===== config.mk =====
export PLATFORM = sky130hd
export DESIGN_NAME = buffer_channel
export DESIGN_NICKNAME = d
export VERILOG_FILES = /design/src/design/channel_pkg.sv /design/src/design/buf_event_if.sv /design/src/design/buffer_channel.sv /design/src/design/channel_status_track.sv
export VERILOG_INCLUDE_DIRS = /design/src /design/src/design
export SDC_FILE = /design/constraint.sdc
export NUM_CORES = 1
export LEC_CHECK = 0
export BUFFER_PORTS_ARGS = -buffer_cell sky130_fd_sc_hd__buf_2
export CAP_MARGIN = 20
export CORE_MARGIN = 3
export CORE_UTILIZATION = 45
export CTS_CLUSTER_DIAMETER = 150
export DETAILED_ROUTE_END_ITERATION = 6
export GPL_TIMING_DRIVEN = 0
export PLACE_DENSITY_LB_ADDON = 0.05
export SYNTH_ARGS = -nofsm -noshare
export SYNTH_HDL_FRONTEND = slang
export SYNTH_SLANG_ARGS = --single-unit

===== constraint.sdc =====
create_clock -name clock -period 2 [get_ports clock]
set_input_delay 0.4 -clock clock [delete_from_list [all_inputs] [get_ports clock]]
set_output_delay 0.4 -clock clock [all_outputs]
set_load 0.01 [all_outputs]

===== src/design/channel_defs.svh =====
// Address map, field positions and reset values of one buffer channel
`ifndef CHANNEL_DEFS_SVH
`define CHANNEL_DEFS_SVH

`define CH_BASE        16'h0800
`define CH_STRIDE      16'h0008
`define CH_COUNT       8

`define OFF_START_LO   3'h0
`define OFF_START_HI   3'h1
`define OFF_LEN_LO     3'h2
`define OFF_LEN_HI     3'h3
`define OFF_CONTROL    3'h4
`define OFF_STATUS     3'h5
`define OFF_ACTIVATE   3'h6
`define OFF_HOST_CTL   3'h7

`define ACT_LATCH_HOST 7
`define ACT_LATCH_NET  6
`define ACT_REPEAT     1
`define ACT_ENABLE     0

`define HCTL_ACK       1
`define HCTL_DEACT     0

`define ST_WR_OPEN     7
`define ST_RD_OPEN     6
`define ST_LAST_HI     5
`define ST_LAST_LO     4
`define ST_MBX_FULL    3
`define ST_IRQ_RD      1
`define ST_IRQ_WR      0

`define CTL_MODE_HI    1
`define CTL_MODE_LO    0
`define CTL_DIR_HI     3
`define CTL_DIR_LO     2

`define LAST_FIRST     2'h0
`define LAST_SECOND    2'h1
`define LAST_THIRD     2'h2
`define LAST_NONE      2'h3

`define MIN_LEN        16'h0002
`define BYTE_ZERO      8'h00
`define WORD_ZERO      16'h0000

`endif


===== src/design/channel_pkg.sv =====
// Types shared by the buffer channel modules
package channel_pkg;
	typedef enum logic [1:0]
	{
		MODE_TRIPLE  = 2'h0,
		MODE_RSVD_A  = 2'h1,
		MODE_MAILBOX = 2'h2,
		MODE_RSVD_B  = 2'h3
	} mode_type;

	typedef enum logic [1:0]
	{
		DIR_NET_READ  = 2'h0,
		DIR_NET_WRITE = 2'h1,
		DIR_RSVD_A    = 2'h2,
		DIR_RSVD_B    = 2'h3
	} dir_type;
endpackage : channel_pkg


===== src/design/buf_event_if.sv =====
// Buffer access events and the status that the tracker keeps
interface buf_event_if;
	import channel_pkg::*;
	logic       wr_first;
	logic       wr_done;
	logic       rd_first;
	logic       rd_done;
	logic       active;
	mode_type   mode;
	logic       wr_open;
	logic       rd_open;
	logic [1:0] last_buf;
	logic       mbx_full;
	logic       irq_rd;
	logic       irq_wr;

	modport src
	(
		output wr_first, wr_done, rd_first, rd_done, active, mode,
		input  wr_open, rd_open, last_buf, mbx_full, irq_rd, irq_wr
	);
	modport trk
	(
		input  wr_first, wr_done, rd_first, rd_done, active, mode,
		output wr_open, rd_open, last_buf, mbx_full, irq_rd, irq_wr
	);
endinterface : buf_event_if


===== src/design/buffer_channel.sv =====
// One buffer channel: configuration, status, activation and host control
`include "channel_defs.svh"
module buffer_channel
	import channel_pkg::*;
#(
	parameter int CH_INDEX = 0
)
(
	// Clock and reset
	input  wire logic             clock,
	input  wire logic             rst,
	// Network master side register port
	input  wire logic             net_wr,
	input  wire logic             net_rd,
	input  wire logic [15:0]      net_addr,
	input  wire logic [7:0]       net_wdata,
	output logic      [7:0]       net_rdata_r,
	// Host side register port
	input  wire logic             host_wr,
	input  wire logic             host_rd,
	input  wire logic [15:0]      host_addr,
	input  wire logic [7:0]       host_wdata,
	output logic      [7:0]       host_rdata_r,
	// Buffer access events from the memory arbiter
	input  wire logic             buf_wr_first,
	input  wire logic             buf_wr_done,
	input  wire logic             buf_rd_first,
	input  wire logic             buf_rd_done,
	input  wire logic             host_start_access,
	// Channel configuration and state
	output logic      [15:0]      cfg_start_r,
	output logic      [15:0]      cfg_len_r,
	output channel_pkg::mode_type cfg_mode_r,
	output channel_pkg::dir_type  cfg_dir_r,
	output logic                  supervise_r,
	output logic                  mem_lock_r,
	output logic                  act_changed_r,
	output logic                  repeat_pending_r,
	output logic                  latch_host_r,
	output logic                  latch_net_r
);
	import channel_pkg::*;

	localparam logic [15:0] BASE =
		16'(`CH_BASE + CH_INDEX * `CH_STRIDE);

	logic [7:0] ctl_hi_r;
	logic [7:0] act_r;
	logic       ack_r;
	logic       deact_r;
	logic       net_hit;
	logic       host_hit;
	logic [2:0] net_off;
	logic [2:0] host_off;
	logic       cfg_wr;
	logic       net_act_wr;
	logic       host_act_rd;
	logic       active;
	logic       host_xchg;
	logic       net_xchg;
	logic [7:0] status;
	logic [7:0] act_nxt;

	buf_event_if ev ();

	assign net_hit  = (net_addr[15:3] == BASE[15:3]);
	assign host_hit = (host_addr[15:3] == BASE[15:3]);
	assign net_off  = net_addr[2:0];
	assign host_off = host_addr[2:0];
	// Writes to geometry are ignored once the channel is enabled
	assign cfg_wr = net_wr && net_hit && !act_r[`ACT_ENABLE];
	assign net_act_wr  = net_wr && net_hit && net_off == `OFF_ACTIVATE;
	assign host_act_rd = host_rd && host_hit && host_off == `OFF_ACTIVATE;
	assign active = act_r[`ACT_ENABLE] && !deact_r;

	// Who exchanges a buffer depends on the transfer direction
	assign host_xchg = (cfg_dir_r == DIR_NET_WRITE) ? buf_rd_done
		: buf_wr_done;
	assign net_xchg  = (cfg_dir_r == DIR_NET_WRITE) ? buf_wr_done
		: buf_rd_done;

	assign ev.wr_first = buf_wr_first;
	assign ev.wr_done  = buf_wr_done;
	assign ev.rd_first = buf_rd_first;
	assign ev.rd_done  = buf_rd_done;
	assign ev.active   = supervise_r;
	assign ev.mode     = cfg_mode_r;

	channel_status_track track
	(
		.clock (clock),
		.rst   (rst),
		.ev    (ev.trk)
	);

	// Reserved writable bits are dropped, so they always read zero
	always_comb
	begin
		act_nxt = `BYTE_ZERO;
		act_nxt[`ACT_LATCH_HOST] = net_wdata[`ACT_LATCH_HOST];
		act_nxt[`ACT_LATCH_NET]  = net_wdata[`ACT_LATCH_NET];
		act_nxt[`ACT_REPEAT]     = net_wdata[`ACT_REPEAT];
		act_nxt[`ACT_ENABLE]     = net_wdata[`ACT_ENABLE];
	end

	always_comb
	begin
		status = `BYTE_ZERO;
		status[`ST_WR_OPEN] = ev.wr_open;
		status[`ST_RD_OPEN] = ev.rd_open;
		if (cfg_mode_r == MODE_TRIPLE)
			status[`ST_LAST_HI:`ST_LAST_LO] = ev.last_buf;
		if (cfg_mode_r == MODE_MAILBOX)
			status[`ST_MBX_FULL] = ev.mbx_full;
		status[`ST_IRQ_RD] = ev.irq_rd;
		status[`ST_IRQ_WR] = ev.irq_wr;
	end

	// Geometry and control, written by the network master only
	always_ff @(posedge clock)
	begin
		if (rst)
		begin
			cfg_start_r <= `WORD_ZERO;
			cfg_len_r   <= `WORD_ZERO;
			ctl_hi_r    <= `BYTE_ZERO;
			cfg_mode_r  <= MODE_TRIPLE;
			cfg_dir_r   <= DIR_NET_READ;
		end
		else if (cfg_wr)
		begin
			case (net_off)
				`OFF_START_LO: cfg_start_r[7:0]  <= net_wdata;
				`OFF_START_HI: cfg_start_r[15:8] <= net_wdata;
				`OFF_LEN_LO:   cfg_len_r[7:0]    <= net_wdata;
				`OFF_LEN_HI:   cfg_len_r[15:8]   <= net_wdata;
				`OFF_CONTROL:
				begin
					ctl_hi_r   <= {net_wdata[7:4], 4'h0};
					cfg_mode_r <= mode_type'(
						net_wdata[`CTL_MODE_HI:`CTL_MODE_LO]);
					cfg_dir_r  <= dir_type'(
						net_wdata[`CTL_DIR_HI:`CTL_DIR_LO]);
				end
				default: ;
			endcase
		end
	end

	always_ff @(posedge clock)
	begin
		if (rst)
			act_r <= `BYTE_ZERO;
		else if (net_act_wr)
			act_r <= act_nxt;
	end

	// A fresh change beats a host read in the same cycle
	always_ff @(posedge clock)
	begin
		if (rst)
			act_changed_r <= 1'b0;
		else if (net_act_wr && act_nxt != act_r)
			act_changed_r <= 1'b1;
		else if (host_act_rd)
			act_changed_r <= 1'b0;
	end

	always_ff @(posedge clock)
	begin
		if (rst)
		begin
			ack_r   <= 1'b0;
			deact_r <= 1'b0;
		end
		else if (host_wr && host_hit && host_off == `OFF_HOST_CTL)
		begin
			ack_r   <= host_wdata[`HCTL_ACK];
			deact_r <= host_wdata[`HCTL_DEACT];
		end
	end

	// Reserved modes leave the area unsupervised
	always_ff @(posedge clock)
	begin
		if (rst)
		begin
			supervise_r      <= 1'b0;
			mem_lock_r       <= 1'b0;
			repeat_pending_r <= 1'b0;
		end
		else
		begin
			supervise_r <= active && cfg_len_r >= `MIN_LEN
				&& (cfg_mode_r == MODE_TRIPLE
				|| cfg_mode_r == MODE_MAILBOX);
			mem_lock_r <= deact_r;
			repeat_pending_r <= act_r[`ACT_REPEAT] != ack_r;
		end
	end

	always_ff @(posedge clock)
	begin
		if (rst)
		begin
			latch_host_r <= 1'b0;
			latch_net_r  <= 1'b0;
		end
		else
		begin
			latch_host_r <= act_r[`ACT_LATCH_HOST] && supervise_r
				&& (host_xchg || host_start_access);
			latch_net_r  <= act_r[`ACT_LATCH_NET] && supervise_r
				&& net_xchg;
		end
	end

	// Reads answer one cycle after the strobe; unmapped reads give zero
	always_ff @(posedge clock)
	begin
		if (rst)
		begin
			net_rdata_r  <= `BYTE_ZERO;
			host_rdata_r <= `BYTE_ZERO;
		end
		else
		begin
			if (net_rd && net_hit)
			begin
				case (net_off)
					`OFF_START_LO: net_rdata_r <= cfg_start_r[7:0];
					`OFF_START_HI: net_rdata_r <= cfg_start_r[15:8];
					`OFF_LEN_LO:   net_rdata_r <= cfg_len_r[7:0];
					`OFF_LEN_HI:   net_rdata_r <= cfg_len_r[15:8];
					`OFF_CONTROL:  net_rdata_r <= ctl_hi_r
						| {4'h0, cfg_dir_r, cfg_mode_r};
					`OFF_STATUS:   net_rdata_r <= status;
					`OFF_ACTIVATE: net_rdata_r <= act_r;
					default:       net_rdata_r <= {6'h00, ack_r, deact_r};
				endcase
			end
			else
				net_rdata_r <= `BYTE_ZERO;
			if (host_rd && host_hit)
			begin
				case (host_off)
					`OFF_START_LO: host_rdata_r <= cfg_start_r[7:0];
					`OFF_START_HI: host_rdata_r <= cfg_start_r[15:8];
					`OFF_LEN_LO:   host_rdata_r <= cfg_len_r[7:0];
					`OFF_LEN_HI:   host_rdata_r <= cfg_len_r[15:8];
					`OFF_CONTROL:  host_rdata_r <= ctl_hi_r
						| {4'h0, cfg_dir_r, cfg_mode_r};
					`OFF_STATUS:   host_rdata_r <= status;
					`OFF_ACTIVATE: host_rdata_r <= act_r;
					default: host_rdata_r <= {6'h00, ack_r, deact_r};
				endcase
			end
			else
				host_rdata_r <= `BYTE_ZERO;
		end
	end

	chk_cfg_locked: assert property (@(posedge clock) disable iff (rst)
		net_wr && net_hit && net_off <= `OFF_CONTROL && act_r[`ACT_ENABLE]
		|=> {cfg_start_r, cfg_len_r} == $past({cfg_start_r, cfg_len_r}))
		else $error("length changed while channel enabled");
	chk_act_read_clr: assert property (@(posedge clock) disable iff (rst)
		host_act_rd && !net_act_wr |=> !act_changed_r)
		else $error("activation changed flag survived host read");
	chk_deact_lock: assert property (@(posedge clock) disable iff (rst)
		host_wr && host_hit && host_off == `OFF_HOST_CTL
		&& host_wdata[`HCTL_DEACT] |=> ##1 mem_lock_r && !supervise_r)
		else $error("deactivation request did not lock channel");
	chk_repeat_match: assert property (@(posedge clock) disable iff (rst)
		host_wr && host_hit && host_off == `OFF_HOST_CTL && !net_act_wr
		&& host_wdata[`HCTL_ACK] == act_r[`ACT_REPEAT]
		|=> ##1 !repeat_pending_r)
		else $error("repeat still pending after matching acknowledge");
	chk_latch_net: assert property (@(posedge clock) disable iff (rst)
		act_r[`ACT_LATCH_NET] && supervise_r && net_xchg |=> latch_net_r)
		else $error("no latch event on master exchange");
	chk_latch_host: assert property (@(posedge clock) disable iff (rst)
		!act_r[`ACT_LATCH_HOST] |=> !latch_host_r)
		else $error("host latch event while disabled");
	chk_disable_free: assert property (@(posedge clock) disable iff (rst)
		!act_r[`ACT_ENABLE] |=> !supervise_r)
		else $error("supervision while channel disabled");
	chk_mode_reserved: assert property (@(posedge clock) disable iff (rst)
		host_rd && host_hit && host_off == `OFF_STATUS
		&& cfg_mode_r != MODE_MAILBOX |=> !host_rdata_r[`ST_MBX_FULL])
		else $error("mailbox bit set outside mailbox mode");
endmodule : buffer_channel


===== src/design/channel_status_track.sv =====
// Buffer open, last written buffer, mailbox fill and completion flags
`include "channel_defs.svh"
module channel_status_track
(
	// Clock and reset
	input wire logic clock,
	input wire logic rst,
	// Events and status
	buf_event_if.trk ev
);
	import channel_pkg::*;

	logic mbx;
	assign mbx = (ev.mode == MODE_MAILBOX);

	// Open flags track a buffer from its first byte to its completion
	always_ff @(posedge clock)
	begin
		if (rst || !ev.active)
		begin
			ev.wr_open <= 1'b0;
			ev.rd_open <= 1'b0;
		end
		else
		begin
			if (ev.wr_done)
				ev.wr_open <= 1'b0;
			else if (ev.wr_first)
				ev.wr_open <= 1'b1;
			if (ev.rd_done)
				ev.rd_open <= 1'b0;
			else if (ev.rd_first)
				ev.rd_open <= 1'b1;
		end
	end

	// Writer rotates through three buffers; simple ring order
	always_ff @(posedge clock)
	begin
		if (rst || !ev.active || mbx)
			ev.last_buf <= `LAST_NONE;
		else if (ev.wr_done)
		begin
			case (ev.last_buf)
				`LAST_FIRST:  ev.last_buf <= `LAST_SECOND;
				`LAST_SECOND: ev.last_buf <= `LAST_THIRD;
				default:      ev.last_buf <= `LAST_FIRST;
			endcase
		end
	end

	// Full wins if a write completes as a read completes
	always_ff @(posedge clock)
	begin
		if (rst || !ev.active || !mbx)
			ev.mbx_full <= 1'b0;
		else if (ev.wr_done)
			ev.mbx_full <= 1'b1;
		else if (ev.rd_done)
			ev.mbx_full <= 1'b0;
	end

	// Set beats clear so no completion is lost
	always_ff @(posedge clock)
	begin
		if (rst || !ev.active)
		begin
			ev.irq_rd <= 1'b0;
			ev.irq_wr <= 1'b0;
		end
		else
		begin
			if (ev.rd_done)
				ev.irq_rd <= 1'b1;
			else if (ev.wr_first)
				ev.irq_rd <= 1'b0;
			if (ev.wr_done)
				ev.irq_wr <= 1'b1;
			else if (ev.rd_first)
				ev.irq_wr <= 1'b0;
		end
	end

	chk_irq_wr_set: assert property (@(posedge clock) disable iff (rst)
		ev.active && ev.wr_done |=> ev.irq_wr)
		else $error("write flag not set after completed write");
	chk_irq_rd_clear: assert property (@(posedge clock) disable iff (rst)
		ev.active && ev.wr_first && !ev.rd_done |=> !ev.irq_rd)
		else $error("read flag not cleared by first write byte");
	chk_mbx_fill: assert property (@(posedge clock) disable iff (rst)
		ev.active && mbx && ev.wr_done |=> ev.mbx_full)
		else $error("mailbox not full after completed write");
	chk_last_none: assert property (@(posedge clock) disable iff (rst)
		!ev.active |=> ev.last_buf == `LAST_NONE)
		else $error("last buffer not reset while inactive");
	chk_wr_open: assert property (@(posedge clock) disable iff (rst)
		ev.active && ev.wr_first && !ev.wr_done |=> ev.wr_open)
		else $error("write buffer not marked open");
endmodule : channel_status_track


# Word-level counts from Yosys, hierarchy flattened
# Index checks and enable logic that the tools add are counted.
[word_totals] ff_bits=75 inputBits=59 out_inout_bits=58 elab_cells=105
[classes] n_reduce_logical=42 mux=15 n_eq_ne=20 bitwise_logic=3 order_cmp=1
[ops] operator="one-hot mux 8 bit (7 select lines)" n=2
[ops] operator="equality test 13 x 9 -> 1 bit (second input constant)" n=2
[ops] operator="equality test 3 bit (second input constant)" n=7
[ops] operator="greater-or-equal comparator 16 x 2 -> 1 bit (second input constant)" n=1
[ops] operator="logical AND 1 bit" n=16
[ops] operator="equality test 3 x 2 -> 1 bit (second input constant)" n=4
[ops] operator="two-way mux 1 bit" n=11
[ops] operator="AND reduction 2 bit" n=5
[ops] operator="bitwise OR 8 x 4 -> 8 bit" n=1
[ops] operator="nonzero test 2 bit" n=4
[ops] operator="OR reduction 2 bit" n=4
[ops] operator="equality test 3 x 1 -> 1 bit (second input constant)" n=2
[ops] operator="zero test 3 bit" n=2
[ops] operator="logical OR 1 bit" n=5
[ops] operator="equality test 2 x 1 -> 1 bit (second input constant)" n=2
[ops] operator="zero test 1 bit" n=4
[ops] operator="zero test 2 bit" n=2
[ops] operator="inequality test 4 bit" n=1
[ops] operator="one-hot mux 2 bit (2 select lines)" n=1
[ops] operator="equality test 2 bit (second input constant)" n=1
[ops] operator="two-way mux 2 bit" n=1
[ops] operator="inverter 1 bit" n=2
[ops] operator="inequality test 1 bit" n=1

# Depth between registers and ports, before layout
# Gate-level depths: netlist of the first run.
[logic_depth] ltp_word=5 mapped_depth=7 ltp_nobuf=4

# Hierarchy
# From an unflattened synthesis of the first run, not the netlist that was laid out.
[unflattened] hier_cells=399 hier_area_um2=3893.7
[modules_own_cells] mod="buffer_channel" n_inst=1 cells_each=372 seq_area_each_um2=1361.3 area_per_inst_um2=3633.5
[modules_own_cells] mod="channel_status_track" n_inst=1 cells_each=27 seq_area_each_um2=140.1 area_per_inst_um2=260.2

# Worst setup path after synthesis of the first run
# OpenSTA, ideal clock, no wires.
[synth_timing] kind="input-to-reg" from="input host_addr[9]" to="register deact_r" arrival_ns=2.055 path_slack_ns=-0.115 required_time_ns=1.941 stages=4 path_buffers=0 setup_time_ns=0.059 path_cell_list="or4b_1 or4b_4 or4b_1 nand2_1"
[synth_via] elab_chain_len=3
[synth_rtl] element="from (decl)" line="buffer_channel.sv:21" rtl="input wire logic [15:0] host_addr,"
[synth_rtl] element="equality test 13 x 9 -> 1 bit" line="buffer_channel.sv:67" rtl="assign host_hit = (host_addr[15:3] == BASE[15:3]);"
[synth_rtl] element="logical AND 1 bit" line="buffer_channel.sv:176" rtl="else if (host_wr && host_hit && host_off == `OFF_HOST_CTL)"
[synth_rtl] element="logical AND 1 bit (no line)"
[synth_rtl] element="to (signal assigned)" line="buffer_channel.sv:179" rtl="deact_r <= host_wdata[`HCTL_DEACT];"
[synth_rtl] element="to (decl)" line="buffer_channel.sv:50" rtl="logic deact_r;"
# No other way between the ends.
# A chain may end at the register's enable or synchronous reset.

# Worst setup path in the final report of the first run
[layout_timing] from="input host_addr[8]" to="register deact_r"
# The elaborated chain is that of the path after synthesis.

==> impl_metrics.env, run 1 <==
export IMPL_period_minus_slack_ns=1.861
export IMPL_totalWireLength_um=12220
export IMPL_synth_compound_area_share_pct=12.03
export IMPL_status="completed"
export IMPL_vias=3642
export IMPL_startpoint_type="primary input"
export IMPL_fin_crit_sh_pct=93.07
export IMPL_synth_warnings=0
export IMPL_drive_gt1_share_pct=29.19
export IMPL_synth_cell_types=54
export IMPL_synthSimpleGateAreaFrac_pct=24.38
export IMPL_dieHeight_um=98.24
export IMPL_synth_largest_area_cell="dfxtp_1"
export IMPL_gp_congestion=0.8955
export IMPL_vdd_drop_max_v=0.0003387
export IMPL_numCtsBuffers=9
export IMPL_nNetsFinal=586
export IMPL_cp_arrival_ns=2.16
export IMPL_die_width_um=98.24
export IMPL_numPortBuffers=108
export IMPL_io_pins=117
export IMPL_tightest_slew_ns=0.6126
export IMPL_cp_max_fo=5
export IMPL_syn_nets=467
export IMPL_slew_headroom_pct=59.16
export IMPL_syn_inst=408
export IMPL_synth_fa_ha_area_share_pct=0
export IMPL_insertion_delay_ns=0.35
export IMPL_synth_xor_area_share_pct=1.144
export IMPL_htree_num_levels=3
export IMPL_drtPass1Iterations=5
export IMPL_maxCapViolCount=0
export IMPL_finalHoldViolCount=0
export IMPL_wl_per_cell_um=19.21
export IMPL_drv_slew=0
export IMPL_dp_hpwl_um=9352
export IMPL_critical_path_required_ns=2.30
export IMPL_powerDensity_mw_per_mm2=589.2
export IMPL_antenna_cells=0
export IMPL_setup_viol=0
export IMPL_yosysSeqAreaShare_pct=39.22
export IMPL_synth_seq_cells=75
export IMPL_cts_sinks=75
export IMPL_overflow=0
export IMPL_drc=0
export IMPL_ys_dominant_reg_cell="dfxtp_1"
export IMPL_cts_root_buf="clkbuf_8"
export IMPL_area_growth_pct=22.61
export IMPL_clk_pin_slew_ns=0.08
export IMPL_synthMuxAreaShare_pct=20.16
export IMPL_synthesis_area_mm2=0.003829
export IMPL_core_mm2=0.008258
export IMPL_path_class="in2reg"
export IMPL_rsz0062_at_grt="false"
export IMPL_async_flop_share_pct=0
export IMPL_synth_edf_count=0
export IMPL_min_delay_path_class="in2reg"
export IMPL_initial_core_util_pct=46.36
export IMPL_cts_tree="built"
export IMPL_synth_area_leaders="dfxtp_1, mux2i_1, nand2b_1"
export IMPL_grt_pass1_vias=3491
export IMPL_grt_max_degree=12
export IMPL_grtUsageTotal_pct=25.34
export IMPL_dieArea_mm2=0.009651
export IMPL_rows=33
export IMPL_drt_iter0_drc=190
export IMPL_ant_nets=0
export IMPL_synth_area_per_cell_um2=9.384
export IMPL_leakage_nw=2.172
export IMPL_antenna_found_initial=0
export IMPL_cts_buffer_depth=2
export IMPL_clock_skew_ns=0.009685
export IMPL_final_core_util_pct=56.85
export IMPL_endpoint_kind="flop"
export IMPL_power_mw=2.766
export IMPL_max_clock_freq_mhz=537.2
export IMPL_synth_top_family_by_area="simple AND/OR/NAND/NOR gates"
export IMPL_cts_hold_buf=0
export IMPL_grt_pass1_wl_um=19110
export IMPL_synth_top_area_share_pct=39.22
export IMPL_viasPerCell=5.726
## critical path, cell delays in order
cell and delay [ns]:
buf_2 0.10, or4_4 0.53, or4b_4 0.58, or4b_1 0.49, nand2_1 0.07
## synthesized netlist by cell type, drive strengths merged (3+ instances only)
master,number
a221oi,3
xor2,4
or4b,3
nand2b,53
o2bb2ai,6
mux4,6
a21oi,15
a31o,3
inv,9
nor2b,18
nor3,8
nor2,19
nor4,8
a22oi,4
clkbuf,19
buf,3
o211a,3
nand3,11
nand4,5
o21ai,16
mux2i,49
nand2,22
dfxtp,75
mux2,13
## per-layer routing
| layer | share of wire [%] | track usage [%] | wire (µm) |
|---|---|---|---|
| met1 | 46 | 35.15 | 5612 |
| met2 | 46 | 40.16 | 5598 |
| met3 | 6.7 | 4.429 | 822 |
| met4 | 1.5 | 8.298 | 184 |
| met5 | 0 | 0 | 0 |
## report_power, final
| part | switching [mW] | total, mW | internal, mW |
|---|---|---|---|
| clock network | 0.559 | 1.03 | 0.473 |
| logic | 0.143 | 0.243 | 0.0995 |
| registers | 0.0000125 | 1.49 | 1.49 |
| total | 0.702 | 2.77 | 2.06 |
## cells in the final DEF, fill, tap and decap left out, types with 3 or more instances in the layout
cell	instances
clkbuf_1	18
mux2_2	13
buf_2	110
nor4_1	8
clkbuf_8	10
inv_1	9
o2bb2ai_1	6
nor2b_1	18
nand4_1	5
nand2_1	22
xor2_1	4
nand2b_1	53
nor2_1	19
o211a_1	3
clkinv_2	3
dfxtp_1	75
nand3_1	10
a221oi_1	3
o21ai_0	16
a31o_2	3
a22oi_1	4
mux4_2	6
nor3_1	7
mux2i_1	49
a21oi_1	15
## cells by family (layout without fill, tap and decap cells)
kind of cell | after synthesis | in the layout
AO/OA/AOI/OAI | 67 | 67
XOR/XNOR | 5 | 5
buffers and inverters | 31 | 154
flip-flops | 75 | 75
multiplexers | 68 | 68
AND/OR/NAND/NOR | 162 | 162
## final cells by class
cell class,instances,area (µm²)
fill,800,3563
multi-input combinational,302,2221
sequential,75,1501
timing repair buffer,110,568.0
clock buffer,12,145.1
tap,105,131.4
buffer,20,78.83
inverter,9,33.78
clock inverter,3,15.01
## sequential cells by signal (all words and copies together) (netlist names), 2 cells and up
| name | cells |
|---|---|
| act_r | 4 |
| cfg_start_r | 16 |
| host_rdata_r | 8 |
| cfg_mode_r | 2 |
| cfg_dir_r | 2 |
| ctl_hi_r | 4 |
| net_rdata_r | 8 |
| cfg_len_r | 16 |
| track.ev.last_buf | 2 |
## metrics by stage
| stage | setup WS [ns] | setup TNS (ns) | cell area, µm² | std cells | hold WS (ns) |
|---|---|---|---|---|---|
| after global placement | -0.4906 | -15.12 | 4501 | 621 | 0.4762 |
| after detailed placement | -0.5009 | -15.93 | 4501 | 621 | 0.4797 |
| after global routing | 0.02899 | 0 | 4695 | 636 | 0.2322 |
| after floorplan | -0.04960 | -0.06421 | 3829 | 408 | 0.4359 |
| after CTS | 0.08419 | 0 | 4664 | 635 | 0.2227 |
| final | 0.1385 | 0 | 4695 | 636 | 0.2252 |
## what timing repair did
action / CTS / global route
resized for setup: 2 / 3
pin swaps: 0 / 1
buffers inserted: 0 / 2
endpoints found under the setup margin: 19 / 25
hold endpoints to repair: 0 / 0
## path summary, 6_finish.rpt
check	from	end	slack [ns]	depth (start not counted)
setup / recovery	host_addr[8]	deact_r	0.14	5
hold / removal	buf_rd_done	track.ev.rd_open	0.23	2
setup reg to reg	act_r[0]	cfg_start_r[14]	0.16	5
hold reg to reg	ctl_hi_r[4]	ctl_hi_r[4]	0.51	2
(Power assumes the default switching activity.)
==> run 2, diff against run 1 <==
==> constraint.sdc (replaced) <==
create_clock -name clock -period 1.8 [get_ports clock]
set_input_delay 0.36 -clock clock [delete_from_list [all_inputs] [get_ports clock]]
set_output_delay 0.36 -clock clock [all_outputs]
set_load 0.01 [all_outputs]
==> run 2 against run 1 <==
  * Utilization up 1.3 points
  * Sequential share of layout area is 0.71 points lower
  * Wire length is 0.16% lower
  * Clock-buffer cell count did not move
  * Sequential power up 11%
  * Global-route usage shrank 0.31 points
  * Hold slack got worse by 0.030 ns
  * Non-clock buffer count stayed put
  * Critical path depth is the same
  * Register-to-register slack better by 0.03 ns
  * Clock skew up 0.00086 ns
  * Critical path type unchanged
  * Largest cell class unchanged
==> impl_metrics.env, run 2 (synthesis results as in run 1) <==
export IMPL_leakage_nw=2.222
export IMPL_dieArea_mm2=0.009651
export IMPL_dieHeight_um=98.24
export IMPL_status="completed"
export IMPL_stdcell_count=637
export IMPL_overflow=0
export IMPL_period_minus_slack_ns=1.781
export IMPL_grt_pass1_vias=3515
export IMPL_max_clock_freq_mhz=561.5
export IMPL_timing_hold_ws_ns=0.1951
export IMPL_die_width_um=98.24
export IMPL_crit_path_top_delay_cell="or4b_4"
export IMPL_tightest_slew_ns=0.5059
export IMPL_min_delay_path_class="in2reg"
export IMPL_nNetsFinal=586
export IMPL_vias=3561
export IMPL_numCtsBuffers=9
export IMPL_grtUsageTotal_pct=25.03
export IMPL_powerDensity_mw_per_mm2=714.2
export IMPL_core_mm2=0.008258
export IMPL_startpoint_type="primary input"
export IMPL_io_pins=117
export IMPL_dp_slack_ns=-0.6364
export IMPL_viasPerCell=5.590
export IMPL_final_common_cell="buf_2"
export IMPL_drc=0
export IMPL_cp_max_fo=5
export IMPL_gp_congestion=0.9298
export IMPL_wl_per_cell_um=19.15
export IMPL_cp_arrival_ns=2.08
export IMPL_rows=33
export IMPL_grt_max_degree=13
export IMPL_insertion_delay_ns=0.35
export IMPL_numPortBuffers=108
export IMPL_maxCapViolCount=0
export IMPL_final_cell_mix="buf_2, dfxtp_1, nand2b_1"
export IMPL_setup_viol=0
export IMPL_vdd_drop_max_v=0.0005042
export IMPL_cts_sinks=75
export IMPL_cts_hold_buf=0
export IMPL_slowest_delay_ns=0.56
export IMPL_finalWorstSetupSlack_ns=0.01899
export IMPL_dp_hpwl_um=9312
export IMPL_cts_root_buf="clkbuf_8"
export IMPL_htree_num_levels=3
export IMPL_cts_tree="built"
export IMPL_area_growth_pct=25.39
export IMPL_fin_crit_sh_pct=98.95
export IMPL_drt_iter0_drc=199
export IMPL_final_core_util_pct=58.14
export IMPL_drv_slew=0
export IMPL_initial_core_util_pct=46.36
export IMPL_critical_path_required_ns=2.10
export IMPL_antenna_found_initial=0
export IMPL_drtPass1Iterations=5
export IMPL_totalWireLength_um=12200
export IMPL_rsz0062_at_grt="true"
export IMPL_slew_headroom_pct=66.27
export IMPL_endpoint_kind="flop"
export IMPL_cts_buffer_depth=2
export IMPL_worstPathCellList="buf_6, or4_4, or4b_4, or4b_1, nand2_1"
export IMPL_drive_gt1_share_pct=31.58
export IMPL_path_class="in2reg"
export IMPL_clk_pin_slew_ns=0.08
export IMPL_placed_cells=621
export IMPL_ant_nets=0
export IMPL_finalHoldViolCount=0
export IMPL_antenna_cells=0
export IMPL_grt_pass1_wl_um=19100
export IMPL_clock_skew_ns=0.01055
export IMPL_reg_top3="cfg_len_r (16), cfg_start_r (16)"
-- run 2: layout make-up --
cell class	count	area, µm²
Buffer	20	86.33
Clock buffer	12	155.1
Clock inverter	4	72.57
Inverter	9	33.78
Timing Repair Buffer	110	574.3
Sequential cell	75	1501
Multi-Input combinational cell	302	2246
Tap cell	105	131.4
Fill cell	792	3457
-- run 2: routing by layer --
| layer | share of wire (%) | vias to the layer above | global-route usage [%] |
|---|---|---|---|
| li1 | - | 1709 | - |
| met1 | 46 | 1695 | 34.80 |
| met2 | 45 | 144 | 40.05 |
| met3 | 7.9 | 13 | 5.643 |
| met4 | 1.1 | 0 | 5.462 |
| met5 | 0 | - | 0 |
-- run 2: path summary, 6_finish.rpt --
path | startpoint | end | slack [ns] | depth (start not counted)
worst max-delay path | host_addr[8] | deact_r | 0.02 | 5
worst min-delay path | buf_rd_done | track.ev.rd_open | 0.20 | 2
worst max register to register | act_r[0] | cfg_len_r[1] | 0.19 | 5
worst min register to register | ctl_hi_r[6] | ctl_hi_r[6] | 0.50 | 2
-- run 2: metrics by stage --
stage / total power, mW / TNS (ns) / cell area (µm²)
3_5_place_dp: 1.962 / -23.01 / 4512
5_1_grt: 3.546 / -0.009476 / 4801
6_report: 3.429 / 0 / 4801
3_3_place_gp: 1.960 / -22.11 / 4512
2_1_floorplan: 1.846 / -0.4795 / 3840
4_1_cts: 3.434 / -0.001162 / 4760
-- run 2: what timing repair did --
| item | in CTS | in global routing |
|---|---|---|
| setup buffers | 1 | 1 |
| pin swaps | 0 | 4 |
| gates resized for setup | 6 | 14 |
| endpoints found under the setup margin | 48 | 52 |
-- run 2: critical path, delay by kind of cell --
family	cells	cell delay, ns
buffers and inverters	1	0.09
AND/OR/NAND/NOR	4	1.63
-- run 2: report_power, final --
group | internal [mW] | total [mW] | switching (mW)
clock network | 0.856 | 1.50 | 0.641
registers | 1.66 | 1.66 | 0.0000138
logic | 0.115 | 0.275 | 0.160
==> run 3, diff against run 2 <==
--- a/config.mk
+++ b/config.mk
@@ -16,4 +16,5 @@
 export PLACE_DENSITY_LB_ADDON = 0.05
 export SYNTH_ARGS = -nofsm -noshare
 export SYNTH_HDL_FRONTEND = slang
+export SYNTH_HIERARCHICAL = 1
 export SYNTH_SLANG_ARGS = --single-unit
==> run 3 against run 2 <==
  * Largest cell class unchanged
  * Via count rose by 0.93%
  * Global-route usage rose by 0.43 points
  * Flip-flop and latch count did not move
==> impl_metrics.env, run 3 <==
export IMPL_status="completed"
export IMPL_grt_pass1_vias=3392
export IMPL_yosysMostFrequentCell="dfxtp_1"
export IMPL_p_int_mw=2.630
export IMPL_final_cell_mix="buf_2, dfxtp_1, nand2b_1"
export IMPL_drc=0
export IMPL_gp_congestion=0.8922
export IMPL_rsz0062_at_grt="false"
export IMPL_dieHeight_um=99.02
export IMPL_synth_area_per_cell_um2=9.759
export IMPL_fin_crit_sh_pct=93.19
export IMPL_placed_cells=612
export IMPL_drive_gt1_share_pct=30.67
export IMPL_insertion_delay_ns=0.37
export IMPL_endpoint_kind="flop"
export IMPL_drt_iter0_drc=189
export IMPL_setup_viol=0
export IMPL_drv_slew=0
export IMPL_numPortBuffers=108
export IMPL_vias=3594
export IMPL_stdcell_count=630
export IMPL_p_sw_share_pct=23.51
export IMPL_power_mw=3.439
export IMPL_vdd_drop_max_v=0.0003466
export IMPL_io_pins=117
export IMPL_path_class="reg2reg"
export IMPL_syn_nets=458
export IMPL_period_minus_slack_ns=1.677
export IMPL_rows=33
export IMPL_seqPwrFrac_pct=48.2
export IMPL_numCtsBuffers=9
export IMPL_ys_dominant_reg_cell="dfxtp_1"
export IMPL_clock_skew_ns=0.01078
export IMPL_totalWireLength_um=12480
export IMPL_synth_largest_area_cell="dfxtp_1"
export IMPL_antenna_cells=0
export IMPL_initial_core_util_pct=46.92
export IMPL_viasPerCell=5.705
export IMPL_synthesis_area_mm2=0.003894
export IMPL_cts_root_buf="clkbuf_8"
export IMPL_synth_seq_cells=75
export IMPL_min_delay_path_class="in2reg"
export IMPL_tightest_slew_ns=0.6496
export IMPL_final_common_cell="buf_2"
export IMPL_dieArea_mm2=0.009805
export IMPL_cts_hold_buf=0
export IMPL_grt_max_degree=13
export IMPL_core_mm2=0.008299
export IMPL_ant_nets=0
export IMPL_grtUsageTotal_pct=25.46
export IMPL_cp_max_fo=10
export IMPL_htree_num_levels=3
export IMPL_powerDensity_mw_per_mm2=709.6
export IMPL_syn_inst=399
export IMPL_p_sw_mw=0.8083
export IMPL_r2r_slack_ns=0.12
export IMPL_critical_path_required_ns=2.04
export IMPL_cp_arrival_ns=1.91
export IMPL_die_width_um=99.02
export IMPL_slew_headroom_pct=56.69
export IMPL_combPwrFrac_pct=8.1
export IMPL_setup_tns_ns=0
export IMPL_synth_cell_types=53
export IMPL_clk_pin_slew_ns=0.08
export IMPL_async_flop_share_pct=0
export IMPL_nNetsFinal=579
export IMPL_grt_pass1_wl_um=18970
export IMPL_yosysSeqAreaShare_pct=38.56
export IMPL_synth_area_leaders="dfxtp_1, mux2i_1, nand2b_1"
export IMPL_synth_top_area_share_pct=38.56
export IMPL_reg_top3="cfg_len_r (16), cfg_start_r (16)"
export IMPL_cts_sinks=75
export IMPL_clock_power_share_pct=43.7
export IMPL_startpoint_type="flop"
export IMPL_synth_commonest_cells="dfxtp_1, nand2b_1, mux2i_1, nor2_1, nand2_1"
export IMPL_maxCapViolCount=0
export IMPL_finalHoldViolCount=0
export IMPL_synth_edf_count=0
export IMPL_synth_warnings=6
export IMPL_leakage_nw=2.240
export IMPL_area_growth_pct=24.45
export IMPL_cts_tree="built"
export IMPL_antenna_found_initial=0
export IMPL_max_clock_freq_mhz=596.2
export IMPL_wl_per_cell_um=19.81
export IMPL_drtPass1Iterations=5
export IMPL_overflow=0
export IMPL_dp_hpwl_um=9399
export IMPL_cts_buffer_depth=2
## run 3: layer usage
layer  track usage, %  up-vias  wire length [µm]
met5                0        -                 0
met4            12.18        0               395
met3            3.963       27               951
met2            38.43      163              5603
met1            35.54     1723              5531
li1                 -     1681                 -
## run 3: area by class of cell
class,instances,area [µm²]
Multi-Input combinational cell,287,2256
Tap cell,105,131.4
Buffer,26,128.9
Timing Repair Buffer,110,555.5
Sequential cell,75,1505
Inverter,11,41.29
Clock buffer,12,155.1
Fill cell,783,3453
Clock inverter,4,72.57
## run 3: final timing paths
kind,startpoint,end,cells after the start
hold / removal,buf_rd_done,track/ev.rd_open,2
setup / recovery,cfg_mode_r[0],host_rdata_r[5],4
setup reg to reg,cfg_mode_r[0],host_rdata_r[5],4
hold reg to reg,act_changed_r,act_changed_r,2
## run 3: critical path, cell delays in order (launching register included)
cell and delay, ns:
dfxtp_1 0.59, nor3b_1 0.19, mux4_2 0.52, a21oi_1 0.17, nor3_1 0.06
## run 3: kinds of logic (layout without fill, tap and decap cells)
family          Yosys count  count (layout)  synth area share, %
simple gates            159             159                25.00
buf+inv                  37             163                4.113
compound gates           50              50                9.351
mux                      73              73                21.85
flops                    75              75                38.56
xor+xnor                  5               5                1.125
## run 3: metrics by stage
stage	utilization, %	area [µm²]	hold WS [ns]	setup slack, ns
after floorplan	-	3894	0.4347	0.1202
after global placement	55.01	4566	0.4795	-0.4108
after detailed placement	55.01	4566	0.4768	-0.3740
after CTS	57.77	4795	0.2067	0.007993
after global routing	58.39	4846	0.2397	0.01509
final	58.39	4846	0.2199	0.1226
## run 3: power groups by stage
stage | sequential, mW | combinational, mW | clock [mW]
finish | 1.66 | 0.280 | 1.50
global route | 1.66 | 0.305 | 1.58
CTS | 1.66 | 0.275 | 1.52
detailed placement | 1.70 | 0.274 | 0
global placement | 1.70 | 0.271 | 0
floorplan | 1.70 | 0.154 | 0
## run 3: repair_timing
item / in CTS / in global routing
endpoints found under the hold margin: 0 / 0
gates resized for setup: 1 / 8
setup endpoints to repair: 1 / 27
setup buffers: 0 / 2
pin swaps: 0 / 3
